<file path="config.mk">
export PLATFORM = sky130hd
export DESIGN_NAME = tmr_regfile
export DESIGN_NICKNAME = d
export VERILOG_FILES = /design/src/include/tmr_pkg.sv /design/src/tmr_rd_mux.sv /design/src/tmr_regfile.sv
export VERILOG_INCLUDE_DIRS = /design/src /design/src/include
export SDC_FILE = /design/constraint.sdc
export NUM_CORES = 1
export LEC_CHECK = 0
export ABC_CLOCK_PERIOD_IN_PS = 12900
export BUFFER_PORTS_ARGS = -buffer_cell sky130_fd_sc_hd__clkbuf_2
export CELL_PAD_IN_SITES_DETAIL_PLACEMENT = 1
export CELL_PAD_IN_SITES_GLOBAL_PLACEMENT = 1
export CORE_MARGIN = 4
export CORE_UTILIZATION = 25
export DETAILED_ROUTE_END_ITERATION = 6
export PLACE_DENSITY_LB_ADDON = 0.1
export SLEW_MARGIN = 15
export SYNTH_ARGS = -nofsm -noshare
export SYNTH_HDL_FRONTEND = slang
export SYNTH_SLANG_ARGS = --single-unit
</file>
<file path="constraint.sdc">
create_clock -name clk -period 12.9 [get_ports clk]
set_input_delay 1.935 -clock clk [delete_from_list [all_inputs] [get_ports clk]]
set_output_delay 1.935 -clock clk [all_outputs]
set_load 0.05 [all_outputs]
</file>
<file path="src/include/tmr_consts.svh">
// pointer codes, reset values and field positions of the register file
// What this block does
// RQ1: eight-bit pointer picks the responding data register
// RQ2: first write byte reloads pointer; pointer then held
// RQ3: master writes pointer before reading wanted register
// RQ4: pointer resets to zero, reads local high
// RQ5: separate read/write codes; rate resets to 08
// RQ6: read-only result bytes, low nibbles in 7:4
// RQ7: local high/low limits read-write, reset 7f/80
// RQ8: remote high limit byte plus nibble, reset f0
// RQ9: remote low limit byte plus nibble
// RQ10: twelve-bit remote offset, high byte, low nibble
// RQ11: critical limits at 19 and 20, reset 7f
// RQ12: two-bit filter setting at 24, rest zero
// RQ13: any write to 0f starts one conversion
// RQ14: read-only status at 02, flags per bit
// RQ15: configuration write 09 read 03, four bits
// RQ16: reserved bits read zero, writes ignored; bit 0 at 22 reads one
// RQ17: unassigned pointer reads as zero
`ifndef TMR_CONSTS_SVH
`define TMR_CONSTS_SVH

// read pointer codes
`define TMR_RD_LRH   8'h00
`define TMR_RD_RRH   8'h01
`define TMR_RD_STAT  8'h02
`define TMR_RD_CFG   8'h03
`define TMR_RD_RATE  8'h04
`define TMR_RD_LHL   8'h05
`define TMR_RD_LLL   8'h06
`define TMR_RD_RHLH  8'h07
`define TMR_RD_RLLH  8'h08
`define TMR_RD_RRL   8'h10
`define TMR_RD_LRL   8'h15
`define TMR_RD_ID    8'hfe
// write pointer codes that differ from the read codes
`define TMR_WR_CFG   8'h09
`define TMR_WR_RATE  8'h0a
`define TMR_WR_LHL   8'h0b
`define TMR_WR_LLL   8'h0c
`define TMR_WR_RHLH  8'h0d
`define TMR_WR_RLLH  8'h0e
`define TMR_WR_SHOT  8'h0f
// codes shared by read and write
`define TMR_RW_OFSH  8'h11
`define TMR_RW_OFSL  8'h12
`define TMR_RW_RHLL  8'h13
`define TMR_RW_RLLL  8'h14
`define TMR_RW_CHEN  8'h16
`define TMR_RW_RCRIT 8'h19
`define TMR_RW_LCRIT 8'h20
`define TMR_RW_HYS   8'h21
`define TMR_RW_CONAL 8'h22
`define TMR_RW_NC    8'h23
`define TMR_RW_FILT  8'h24

// reset values
`define TMR_RST_PTR   8'h00
`define TMR_RST_BYTE  8'h00
`define TMR_RST_NIB   4'h0
`define TMR_RST_RES   12'h000
`define TMR_RST_CFG   4'h0
`define TMR_RST_RATE  4'h8
`define TMR_RST_HIGH  8'h7f
`define TMR_RST_LOW   8'h80
`define TMR_RST_RHLL  4'hf
`define TMR_RST_CHEN  2'h3
`define TMR_RST_CRIT  8'h7f
`define TMR_RST_HYS   8'h0a
`define TMR_RST_CONAL 3'h0
`define TMR_RST_FILT  2'h0

// configuration field positions within the written byte
`define TMR_CFG_MASK  7
`define TMR_CFG_SD    6
`define TMR_CFG_SEL   5
`define TMR_CFG_RANGE 2

`endif

</file>
<file path="src/include/tmr_pkg.sv">
// types of the temperature monitor register file
package tmr_pkg;

   // whole state of the register file
   typedef struct packed {
      logic [7:0]  ptr;
      logic        ptr_pend;
      logic [3:0]  cfg;       // mask, shutdown, pin select, range
      logic [3:0]  rate;
      logic [7:0]  lhl;
      logic [7:0]  lll;
      logic [7:0]  rhl_h;
      logic [3:0]  rhl_l;
      logic [7:0]  rll_h;
      logic [3:0]  rll_l;
      logic [7:0]  ofs_h;
      logic [3:0]  ofs_l;
      logic [1:0]  chen;
      logic [7:0]  rcrit;
      logic [7:0]  lcrit;
      logic [7:0]  hys;
      logic [2:0]  conal;
      logic [7:0]  nc;
      logic [1:0]  filt;
      logic [11:0] lt;
      logic [11:0] rt;
      logic [7:0]  rd_data;
      logic        rd_valid;
      logic        one_shot;
      logic        status_rd;
   } tmr_state_t;

endpackage

</file>
<file path="src/tmr_rd_mux.sv">
// read data selection by pointer
`timescale 1ns/1ps
`include "tmr_consts.svh"

module tmr_rd_mux #(
   parameter logic [7:0] ID_CODE = 8'ha3  // arbitrary identification value
) (
   // selection
   input  wire logic [7:0]          ptr,
   // register contents
   input  wire tmr_pkg::tmr_state_t s,
   input  wire logic [7:0]          status_byte,
   // result
   output logic [7:0]               data
);
   import tmr_pkg::*;

   // a nibble field sits in bits 7:4, the rest reads zero
   function automatic logic [7:0] hi_nib(input logic [3:0] n);
      return {n, 4'h0};
   endfunction

   // unassigned codes and write-only codes fall to zero
   always_comb begin
      case (ptr)
         `TMR_RD_LRH:   data = s.lt[11:4];                    // RQ4
         `TMR_RD_RRH:   data = s.rt[11:4];                    // RQ6
         `TMR_RD_STAT:  data = status_byte;                   // RQ14
         `TMR_RD_CFG:   data = {s.cfg[3:1], 2'h0, s.cfg[0], 2'h0}; // RQ15
         `TMR_RD_RATE:  data = {4'h0, s.rate};                // RQ5
         `TMR_RD_LHL:   data = s.lhl;                         // RQ7
         `TMR_RD_LLL:   data = s.lll;
         `TMR_RD_RHLH:  data = s.rhl_h;                       // RQ8
         `TMR_RD_RLLH:  data = s.rll_h;                       // RQ9
         `TMR_RD_RRL:   data = hi_nib(s.rt[3:0]);             // RQ6
         `TMR_RD_LRL:   data = hi_nib(s.lt[3:0]);
         `TMR_RW_OFSH:  data = s.ofs_h;                       // RQ10
         `TMR_RW_OFSL:  data = hi_nib(s.ofs_l);
         `TMR_RW_RHLL:  data = hi_nib(s.rhl_l);               // RQ8
         `TMR_RW_RLLL:  data = hi_nib(s.rll_l);               // RQ9
         `TMR_RW_CHEN:  data = {6'h00, s.chen};               // RQ16
         `TMR_RW_RCRIT: data = s.rcrit;                       // RQ11
         `TMR_RW_LCRIT: data = s.lcrit;
         `TMR_RW_HYS:   data = s.hys;
         `TMR_RW_CONAL: data = {4'h0, s.conal, 1'b1};
         `TMR_RW_NC:    data = s.nc;
         `TMR_RW_FILT:  data = {6'h00, s.filt};               // RQ12
         `TMR_RD_ID:    data = ID_CODE;
         default:       data = 8'h00;                         // RQ17
      endcase
   end
endmodule

</file>
<file path="src/tmr_regfile.sv">
// pointer-addressed register file of the dual-channel temperature monitor
`timescale 1ns/1ps
`include "tmr_consts.svh"

module tmr_regfile #(
   parameter logic [7:0] ID_CODE = 8'ha3  // arbitrary identification value
) (
   // clock and reset
   input  wire logic        clk,
   input  wire logic        rst,
   // byte stream from the serial protocol engine
   input  wire logic        wr_begin,
   input  wire logic        wr_valid,
   input  wire logic [7:0]  wr_byte,
   input  wire logic        rd_req,
   output logic [7:0]       rd_data,
   output logic             rd_valid,
   // measurement results
   input  wire logic        result_valid,
   input  wire logic [11:0] new_local_result,
   input  wire logic [11:0] new_remote_result,
   // condition inputs shown in the status byte
   input  wire logic        conv_busy,
   input  wire logic        local_over_limit_flag,
   input  wire logic        local_under_limit_flag,
   input  wire logic        remote_over_limit_flag,
   input  wire logic        remote_under_limit_flag,
   input  wire logic        remote_open,
   input  wire logic        remote_critical_flag,
   input  wire logic        local_critical_flag,
   // pulses to the conversion and alert logic
   output logic             one_shot_start,
   output logic             status_read,
   // configuration
   output logic             alert_suppress,
   output logic             shutdown_request,
   output logic             alert_pin_function_select,
   output logic             extended_range,
   output logic [3:0]       conversion_rate_code,
   output logic             local_channel_on,
   output logic             remote_channel_on,
   output logic [1:0]       filter_depth_select,
   output logic [2:0]       alert_count_setting,
   output logic [7:0]       ideality_correction,
   // limits, correction and pointer
   output logic [7:0]       local_high_limit_bits,
   output logic [7:0]       local_low_limit_bits,
   output logic [11:0]      remote_high_limit_bits,
   output logic [11:0]      remote_low_limit_bits,
   output logic [11:0]      remote_correction_value,
   output logic [7:0]       remote_critical_limit_bits,
   output logic [7:0]       local_critical_limit_bits,
   output logic [7:0]       critical_release_margin,
   output logic [7:0]       pointer
);
   import tmr_pkg::*;

   tmr_state_t s_reg;
   tmr_state_t s_next;
   logic [7:0] status_byte;
   logic [7:0] mux_byte;
   logic       data_wr;

   // status is live: the alert logic owns the sticky behaviour
   assign status_byte = {conv_busy, local_over_limit_flag, local_under_limit_flag,
                         remote_over_limit_flag, remote_under_limit_flag, remote_open,
                         remote_critical_flag, local_critical_flag};

   // a byte that lands at the pointer, not a pointer byte
   assign data_wr = wr_valid && !wr_begin && !s_reg.ptr_pend;

   // read data for the current pointer
   tmr_rd_mux #(
      .ID_CODE     (ID_CODE)
   ) u_rd_mux (
      .ptr         (s_reg.ptr),
      .s           (s_reg),
      .status_byte (status_byte),
      .data        (mux_byte)
   );

   // next state: pointer load, register writes, reads, results
   always_comb begin
      s_next = s_reg;
      s_next.rd_valid  = 1'b0;
      s_next.one_shot  = 1'b0;
      s_next.status_rd = 1'b0;
      // results land whenever a conversion completes
      if (result_valid) begin
         s_next.lt = new_local_result;
         s_next.rt = new_remote_result;
      end
      // a new write transaction always expects a pointer byte first
      if (wr_begin) begin
         s_next.ptr_pend = 1'b1;                              // RQ2
      end else if (wr_valid && s_reg.ptr_pend) begin
         s_next.ptr      = wr_byte;                           // RQ1
         s_next.ptr_pend = 1'b0;                              // RQ2
      end else if (wr_valid) begin
         // data bytes; codes without a write function are ignored
         case (s_reg.ptr)
            `TMR_WR_CFG:   s_next.cfg = {wr_byte[`TMR_CFG_MASK], wr_byte[`TMR_CFG_SD],
                                         wr_byte[`TMR_CFG_SEL], wr_byte[`TMR_CFG_RANGE]}; // RQ15
            `TMR_WR_RATE:  s_next.rate  = wr_byte[3:0];       // RQ5
            `TMR_WR_LHL:   s_next.lhl   = wr_byte;            // RQ7
            `TMR_WR_LLL:   s_next.lll   = wr_byte;            // RQ7
            `TMR_WR_RHLH:  s_next.rhl_h = wr_byte;            // RQ8
            `TMR_WR_RLLH:  s_next.rll_h = wr_byte;            // RQ9
            `TMR_WR_SHOT:  s_next.one_shot = 1'b1;            // RQ13
            `TMR_RW_OFSH:  s_next.ofs_h = wr_byte;            // RQ10
            `TMR_RW_OFSL:  s_next.ofs_l = wr_byte[7:4];       // RQ10
            `TMR_RW_RHLL:  s_next.rhl_l = wr_byte[7:4];       // RQ8
            `TMR_RW_RLLL:  s_next.rll_l = wr_byte[7:4];       // RQ9
            `TMR_RW_CHEN:  s_next.chen  = wr_byte[1:0];       // RQ16
            `TMR_RW_RCRIT: s_next.rcrit = wr_byte;            // RQ11
            `TMR_RW_LCRIT: s_next.lcrit = wr_byte;            // RQ11
            `TMR_RW_HYS:   s_next.hys   = wr_byte;
            `TMR_RW_CONAL: s_next.conal = wr_byte[3:1];
            `TMR_RW_NC:    s_next.nc    = wr_byte;
            `TMR_RW_FILT:  s_next.filt  = wr_byte[1:0];       // RQ12
            default:       s_next.ptr_pend = 1'b0;            // RQ16
         endcase
      end
      // one byte returned per read request, pointer left as is
      if (rd_req) begin
         s_next.rd_data  = mux_byte;                          // RQ1
         s_next.rd_valid = 1'b1;
         // tell the alert logic so it may clear its sticky flags
         if (s_reg.ptr == `TMR_RD_STAT) begin
            s_next.status_rd = 1'b1;                          // RQ14
         end
      end
   end

   // state register
   always_ff @(posedge clk or posedge rst) begin
      if (rst) begin
         s_reg.ptr       <= `TMR_RST_PTR;                     // RQ4
         s_reg.ptr_pend  <= 1'b0;
         s_reg.cfg       <= `TMR_RST_CFG;
         s_reg.rate      <= `TMR_RST_RATE;                    // RQ5
         s_reg.lhl       <= `TMR_RST_HIGH;                    // RQ7
         s_reg.lll       <= `TMR_RST_LOW;
         s_reg.rhl_h     <= `TMR_RST_HIGH;                    // RQ8
         s_reg.rhl_l     <= `TMR_RST_RHLL;
         s_reg.rll_h     <= `TMR_RST_LOW;                     // RQ9
         s_reg.rll_l     <= `TMR_RST_NIB;
         s_reg.ofs_h     <= `TMR_RST_BYTE;                    // RQ10
         s_reg.ofs_l     <= `TMR_RST_NIB;
         s_reg.chen      <= `TMR_RST_CHEN;
         s_reg.rcrit     <= `TMR_RST_CRIT;                    // RQ11
         s_reg.lcrit     <= `TMR_RST_CRIT;
         s_reg.hys       <= `TMR_RST_HYS;
         s_reg.conal     <= `TMR_RST_CONAL;
         s_reg.nc        <= `TMR_RST_BYTE;
         s_reg.filt      <= `TMR_RST_FILT;                    // RQ12
         s_reg.lt        <= `TMR_RST_RES;                     // RQ6
         s_reg.rt        <= `TMR_RST_RES;
         s_reg.rd_data   <= `TMR_RST_BYTE;
         s_reg.rd_valid  <= 1'b0;
         s_reg.one_shot  <= 1'b0;
         s_reg.status_rd <= 1'b0;
      end else begin
         s_reg <= s_next;
      end
   end

   // outputs straight from the state flops
   assign rd_data                    = s_reg.rd_data;
   assign rd_valid                   = s_reg.rd_valid;
   assign one_shot_start             = s_reg.one_shot;
   assign status_read                = s_reg.status_rd;
   assign alert_suppress             = s_reg.cfg[3];
   assign shutdown_request           = s_reg.cfg[2];
   assign alert_pin_function_select  = s_reg.cfg[1];
   assign extended_range             = s_reg.cfg[0];
   assign conversion_rate_code       = s_reg.rate;
   assign local_channel_on           = s_reg.chen[0];
   assign remote_channel_on          = s_reg.chen[1];
   assign filter_depth_select        = s_reg.filt;
   assign alert_count_setting        = s_reg.conal;
   assign ideality_correction        = s_reg.nc;
   assign local_high_limit_bits      = s_reg.lhl;
   assign local_low_limit_bits       = s_reg.lll;
   assign remote_high_limit_bits     = {s_reg.rhl_h, s_reg.rhl_l};
   assign remote_low_limit_bits      = {s_reg.rll_h, s_reg.rll_l};
   assign remote_correction_value    = {s_reg.ofs_h, s_reg.ofs_l};
   assign remote_critical_limit_bits = s_reg.rcrit;
   assign local_critical_limit_bits  = s_reg.lcrit;
   assign critical_release_margin    = s_reg.hys;
   assign pointer                    = s_reg.ptr;

   // pointer byte lands in the pointer
   property p_ptr_load;
      @(posedge clk) disable iff (rst)
      (wr_valid && !wr_begin && s_reg.ptr_pend) |=> (pointer == $past(wr_byte));
   endproperty
   a_ptr_load: assert property (p_ptr_load) else $error("pointer not loaded"); // RQ2

   // pointer holds across reads and data bytes
   property p_ptr_hold;
      @(posedge clk) disable iff (rst)
      !(wr_valid && s_reg.ptr_pend) |=> $stable(pointer);
   endproperty
   a_ptr_hold: assert property (p_ptr_hold) else $error("pointer moved"); // RQ2

   // a read answers the next cycle with the selected register
   property p_rd_sel;
      @(posedge clk) disable iff (rst)
      (rd_req && pointer == `TMR_RD_LHL) |=> (rd_valid && rd_data == $past(s_reg.lhl));
   endproperty
   a_rd_sel: assert property (p_rd_sel) else $error("wrong register read"); // RQ1

   // pointer zero returns the local result high byte
   property p_rd_zero;
      @(posedge clk) disable iff (rst)
      (rd_req && pointer == `TMR_RD_LRH) |=> (rd_data == $past(s_reg.lt[11:4]));
   endproperty
   a_rd_zero: assert property (p_rd_zero) else $error("pointer zero read wrong"); // RQ4

   // rate written at its own write code
   property p_rate_wr;
      @(posedge clk) disable iff (rst)
      (wr_valid && !wr_begin && !s_reg.ptr_pend && pointer == `TMR_WR_RATE)
         |=> (conversion_rate_code == $past(wr_byte[3:0]));
   endproperty
   a_rate_wr: assert property (p_rate_wr) else $error("rate not written"); // RQ5

   // result registers are not writable
   property p_res_ro;
      @(posedge clk) disable iff (rst)
      (wr_valid && !s_reg.ptr_pend && !result_valid && pointer == `TMR_RD_LRH)
         |=> $stable(s_reg.lt);
   endproperty
   a_res_ro: assert property (p_res_ro) else $error("result overwritten"); // RQ6

   // local high limit written at 0b
   property p_lhl_wr;
      @(posedge clk) disable iff (rst)
      (wr_valid && !wr_begin && !s_reg.ptr_pend && pointer == `TMR_WR_LHL)
         |=> (local_high_limit_bits == $past(wr_byte));
   endproperty
   a_lhl_wr: assert property (p_lhl_wr) else $error("local high limit not written"); // RQ7

   // low nibble registers read zero in bits 3:0
   property p_nib_rd;
      @(posedge clk) disable iff (rst)
      (rd_req && (pointer == `TMR_RW_RHLL || pointer == `TMR_RW_OFSL))
         |=> (rd_data[3:0] == 4'h0);
   endproperty
   a_nib_rd: assert property (p_nib_rd) else $error("nibble register low bits set"); // RQ8

   // critical limit write at the shared code
   property p_crit_wr;
      @(posedge clk) disable iff (rst)
      (wr_valid && !wr_begin && !s_reg.ptr_pend && pointer == `TMR_RW_LCRIT)
         |=> (local_critical_limit_bits == $past(wr_byte));
   endproperty
   a_crit_wr: assert property (p_crit_wr) else $error("critical limit not written"); // RQ11

   // filter register upper bits read zero
   property p_filt_rd;
      @(posedge clk) disable iff (rst)
      (rd_req && pointer == `TMR_RW_FILT) |=> (rd_data[7:2] == 6'h00);
   endproperty
   a_filt_rd: assert property (p_filt_rd) else $error("filter upper bits set"); // RQ12

   // one-shot pulse follows a data write to 0f
   property p_shot;
      @(posedge clk) disable iff (rst)
      (wr_valid && !wr_begin && !s_reg.ptr_pend && pointer == `TMR_WR_SHOT)
         |=> (one_shot_start ##1 !one_shot_start);
   endproperty
   a_shot: assert property (p_shot) else $error("one-shot pulse missing"); // RQ13

   // status read is flagged together with its data
   property p_stat_rd;
      @(posedge clk) disable iff (rst)
      (rd_req && pointer == `TMR_RD_STAT) |=> (status_read && rd_data == $past(status_byte));
   endproperty
   a_stat_rd: assert property (p_stat_rd) else $error("status read wrong"); // RQ14

   // configuration reserved bits read zero
   property p_cfg_rd;
      @(posedge clk) disable iff (rst)
      (rd_req && pointer == `TMR_RD_CFG) |=> (rd_data[4:3] == 2'h0 && rd_data[1:0] == 2'h0);
   endproperty
   a_cfg_rd: assert property (p_cfg_rd) else $error("config reserved bits set"); // RQ15

   // write-only pointer 0f reads zero
   property p_unmapped;
      @(posedge clk) disable iff (rst)
      (rd_req && pointer == `TMR_WR_SHOT) |=> (rd_data == 8'h00);
   endproperty
   a_unmapped: assert property (p_unmapped) else $error("unmapped read not zero"); // RQ17

   // remote low limit high byte lands at 0e
   property p_rll_wr;
      @(posedge clk) disable iff (rst)
      (data_wr && pointer == `TMR_WR_RLLH)
         |=> (remote_low_limit_bits[11:4] == $past(wr_byte));
   endproperty
   a_rll_wr: assert property (p_rll_wr) else $error("remote low not written"); // RQ9

   // offset low nibble from bits 7:4
   property p_ofs_wr;
      @(posedge clk) disable iff (rst)
      (data_wr && pointer == `TMR_RW_OFSL)
         |=> (remote_correction_value[3:0] == $past(wr_byte[7:4]));
   endproperty
   a_ofs_wr: assert property (p_ofs_wr) else $error("offset not written"); // RQ10

   // filter takes bits 1:0
   property p_filt_wr;
      @(posedge clk) disable iff (rst)
      (data_wr && pointer == `TMR_RW_FILT)
         |=> (filter_depth_select == $past(wr_byte[1:0]));
   endproperty
   a_filt_wr: assert property (p_filt_wr) else $error("filter not written"); // RQ12

   // no start pulse without a data byte at 0f
   property p_no_shot;
      @(posedge clk) disable iff (rst)
      !(data_wr && pointer == `TMR_WR_SHOT)
         |=> !one_shot_start;
   endproperty
   a_no_shot: assert property (p_no_shot) else $error("spurious one-shot"); // RQ13

   // configuration bits taken at 09
   property p_cfg_wr;
      @(posedge clk) disable iff (rst)
      (data_wr && pointer == `TMR_WR_CFG) |=> (extended_range == $past(wr_byte[`TMR_CFG_RANGE])
         && alert_suppress == $past(wr_byte[`TMR_CFG_MASK]));
   endproperty
   a_cfg_wr: assert property (p_cfg_wr) else $error("config not written"); // RQ15

   // a read code takes no data
   property p_ro_wr;
      @(posedge clk) disable iff (rst)
      (data_wr && pointer == `TMR_RD_CFG)
         |=> $stable(s_reg.cfg);
   endproperty
   a_ro_wr: assert property (p_ro_wr) else $error("read code took data"); // RQ16

endmodule

</file>
-- Yosys cells after proc, flatten, opt, wreduce, memory -nomap -nowiden
Cells that the tools add are included.
- flip-flop bits (word level): 143
- bits in latches: 0
- memory bits (writable): 0
- memory bits (read-only): 0
- input bits: 46
- output and inout port bits: 118
- memories: 0
- add/sub/neg operators: 0
- $mul: 0
- div/mod/pow operators: 0
- $lt $le $gt $ge: 0
- equality and inequality tests: 30
- shift operators: 0
- multiplexer cells: 29
- bitwise logic cells: 2
- reductions and logical operators: 23
- operator list (cell ; count):
    $pmux 8 s23 ; 1
    $mux 100 ; 1
    $mux 8 ; 9
    $reduce_and 4->1 ; 17
    $eq 8x4->1 const B ; 8
    $eq 8x5->1 const B ; 8
    $eq 8x6->1 const B ; 5
    $eq 8x3->1 const B ; 4
    $mux 4 ; 5
    $reduce_or 18->1 ; 1
    $eq 8x2->1 const B ; 2
    $mux 1 ; 10
    $eq 8x1->1 const B ; 1
    $eq 8x8->1 const B ; 1
    $logic_not 8->1 ; 1
    $mux 2 ; 2
    $reduce_and 2->1 ; 2
    $mux 3 ; 1
    $ne 3x1->1 const B ; 1
    $reduce_bool 3->1 ; 1
    $not 1->1 ; 2
    $logic_and 1x1->1 ; 1

-- Longest topological paths before layout
- word-level depth: 6
- gate-level depth with buffers: 9

-- Cells and area by module
From an unflattened synthesis, not the netlist that was laid out.
- cells, all modules: 657
- area total of the unflattened synthesis: 7890.1 µm²
- modules (own cells, without submodules) (module ; instances ; cells an instance ; area each (µm²) ; seq. area each (µm²)):
    tmr_regfile ; 1 ; 455 ; 6498.7 ; 3627.2
    tmr_rd_mux ; 1 ; 202 ; 1391.3 ; 0.0

-- Worst setup path before layout
OpenSTA, ideal clock, no wires.
- path type: in2reg
- start point: input port wr_valid
- end point: register s_reg, in the netlist remote_low_limit_bits[10]
- setup time: 125 ps
- data arrival time: 3107 ps
- required time: 12775 ps
- path slack: 9668 ps
- stages: 5
- path through: inv_1 > nor3_1 > nand4_2 > nor2_2 > mux2_2
- cells in the longest elaborated chain, start to end: 3
- ends and longest elaborated chain (element ; line ; text):
    from (decl) ; tmr_regfile.sv:13 ; input wire logic wr_valid,
    $logic_and 1x1->1 ; tmr_regfile.sv:96 ; end else if (wr_valid && s_reg.ptr_pend) begin
    $not 1->1 (no source line) ; -- ;
    $reduce_and 4->1 (no source line) * ; -- ;
    to (decl) ; tmr_regfile.sv:58 ; tmr_state_t s_reg;
Every way passes the cells marked *; elsewhere a longest branch is shown, timed or not.
A chain may end at the register's enable or synchronous reset.

-- Worst setup path after layout
- start point: input port wr_valid
- end point: register s_reg, in the netlist remote_high_limit_bits[11]
Same word-level chain as after synthesis.

==> flow_metrics.tcl <==
set metrics [dict create \
    worstSetupStartpointType "input port" \
    grt_max_degree 77 \
    avgSynthCellArea_um2 11.7 \
    cp.arrival_ns 3.69 \
    clk_path_buf_depth 2 \
    clock_latency_ns 0.42 \
    cp.required_ns 13.21 \
    cp-end-kind "flop" \
    routedWlPerCell_um 24.9 \
    synth_enable_flop_cells 0 \
    ant_nets 0 \
    wl_met2_mm 13.9 \
    boundaryPins 164 \
    post_cts_resized 0 \
    setup_violations 0 \
    finalCritPeriodShare 0.262 \
    finClkSkew_ns 0.00773 \
    fillCellCount 3367 \
    start_util 0.253 \
    worstReg2RegEnd "rd_data[5]$_DFFE_PP0P_" \
    yosys_warnings 0 \
    hpwl_mm 20.3 \
    cts_inserted_buffers 17 \
    synth_common_cells "mux2_2 (139), buf_4 (110), dfrtp_1 (104)" \
    synth_seq_cells 143 \
    rsz0062_at_grt "no" \
    synth_cell_types 57 \
    gr-total-overflow 0 \
    grt_first_pass_wirelength_mm 40.9 \
    htreeDepth 4 \
    holdWs_ns 0.505 \
    ys_async_sr_fraction 1.00 \
    p_leak_nw 4.00 \
    status "finished clean" \
    first_pass_iters 4 \
    syn_nets 707 \
    core_um2 30500 \
    multi_input_area_um2 3080 \
    p_sw_frac 0.323 \
    highest_layer "met4" \
    startpoint "wr_valid" \
    clkPwrFrac 0.423 \
    critPathKind "input port to flop" \
    antenna_found_initial 0 \
    fin_area_um2 8770 \
    reg2reg_slack_ns 9.93 \
    grt_pass1_vias 5837 \
    yosys.area.top_type "dfrtp_1" \
    cts_root_buffer "clkbuf_16" \
    first_iter_violations 250 \
    grt_util_all_layers 0.165 \
    syn_inst 661 \
    drv_cap 0 \
    max_slew_margin 0.332 \
    drive_gt1_frac 0.554 \
    routed_via_density 4.77 \
    wl_met3_mm 1.25 \
    setup_tns_ns 0 \
    yosys-top-cells-area "dfrtp_1 (34%), mux2_2 (20%), dfstp_2 (13%)" \
    ys.flop_type "dfrtp_1" \
    p_sw_uw 436 \
    cts_tree "done" \
    setup.worst_path.end "remote_high_limit_bits[11]$_DFFE_PP0P_" \
    post_cts_buffers 0 \
    cellPowerDensity_nw_per_um2 154 \
    portBuffers 163 \
    n_antenna_cell 0 \
    netlist_area_um2 7720 \
    drc 0 \
    wl_mm 27.7 \
    std_cell_rows 64 \
    worstMarginPinSlew_ns 0.988 \
    die_x_um 184 \
    gp_congestion 0.760 \
    nets 750 \
    reg2reg_from "pointer[0]$_DFFE_PP0P_" \
    yosys.area.top_type_share 0.337 \
    ir_worst_vdd_v 0.0000806 \
    dieHeight_um 184 \
    synth_most_common_cell "mux2_2" \
    clk_pin_slew_ns 0.07 \
    period_minus_slack_ns 3.38 \
    via_count 5308 \
    holdCritPathClass "flop to flop" \
    pwr-share-seq 0.378 \
    cts_hold_buf 0 \
    power_frac_comb 0.199 \
    path_max_fanout 8 \
    dieArea_um2 33700 \
    fmax_mhz 296 \
    maxSlewViolCount 0 \
    reg2reg_depth 7 \
    dpl_cell_area_um2 8100 \
    hold_violations 0 \
    internal_power_uw 915 \
    syn_to_final_growth_pct 13.7 \
    layout.area.seq_um2 3630 \
    ys_seq_area_frac 0.470 \
    largest_reg_flops 25 \
    cts_sinks 143 \
    wl_met1_mm 12.3 \
]
==> cell type report <==
class / instances / share of cell area
timing repair buffer: 172 / 0.101
multi-input combinational: 366 / 0.351
inverter: 4 / 0.00228
clock buffer: 18 / 0.0489
tap: 396 / 0.0565
clock inverter: 14 / 0.0271
sequential: 143 / 0.414
==> stage by stage <==
stage	setup WS [ns]	utilization	total power, mW	std cells
CTS	9.51	0.287	1.37	1113
finish	9.52	0.287	1.35	1113
global route	9.43	0.287	1.41	1113
floorplan	7.19	-	0.724	661
global placement	9.10	0.266	0.790	1081
detailed placement	9.05	0.266	0.792	1081
==> critical path, stage by stage <==
cell      delay [ns]
clkbuf_2        0.09
inv_1           0.06
nor3_1          0.39
nand4_2         0.27
nor2_2          0.54
mux2_2          0.40
==> layout by cell type (no fill, tap or decap), types with 4 or more instances in the layout <==
cell type  synthesis  routed
mux2_2           139     139
nand4_1            4       4
nor2b_1            8       8
a22o_1             5       5
mux2i_1           12      12
clkbuf_16          0      17
clkbuf_2           0     163
o21ai_0           14      14
dfstp_2           39      39
o22ai_1            6       6
a21oi_1           17      17
a22oi_1           19      19
a221oi_1           9       9
o32a_1             4       4
mux2_1             4       4
nor3_1            11      11
nor2_1            21      21
a31oi_1            7       7
bufinv_16          0       6
nand2b_1           4       4
nand2_1           20      20
nand3_1           13      13
buf_4            110       9
dfrtp_1          104     102
==> cell families after synthesis <==
kind of cell,Yosys count,share of synthesized area
flip-flops,143,0.470
buffers and inverters,152,0.131
AND/OR/NAND/NOR,113,0.0853
AO/OA/AOI/OAI,97,0.0879
XOR/XNOR,1,0.00114
multiplexers,155,0.224
==> how the worst min path moves through the flow <==
stage	start	endpoint	cells after the start
3_5_place_dp	s_reg[28]$_DFFE_PP0P_	s_reg[28]$_DFFE_PP0P_	1
2_1_floorplan	rd_data[4]$_DFFE_PP0P_	rd_data[4]$_DFFE_PP0P_	1
3_3_place_gp	s_reg[16]$_DFFE_PP0P_	s_reg[16]$_DFFE_PP0P_	1
4_1_cts	s_reg[28]$_DFFE_PP0P_	s_reg[28]$_DFFE_PP0P_	1
5_1_grt	s_reg[22]$_DFFE_PP0P_	s_reg[22]$_DFFE_PP0P_	1
6_report	s_reg[28]$_DFFE_PP0P_	s_reg[28]$_DFFE_PP0P_	1
==> metal layers <==
metal,GRT usage,vias to the layer above
li1,-,2375
met1,0.215,2780
met2,0.281,133
met3,0.0346,20
met4,0.0379,0
met5,0,-
==> power groups by stage <==
stage / Sequential (mW) / Combinational (mW) / Clock, mW
after detailed placement: 0.520 / 0.273 / 0
after floorplan: 0.505 / 0.219 / 0
after CTS: 0.512 / 0.273 / 0.587
after global routing: 0.516 / 0.286 / 0.604
final: 0.511 / 0.269 / 0.571
after global placement: 0.518 / 0.271 / 0
(Power assumes the default switching activity.)
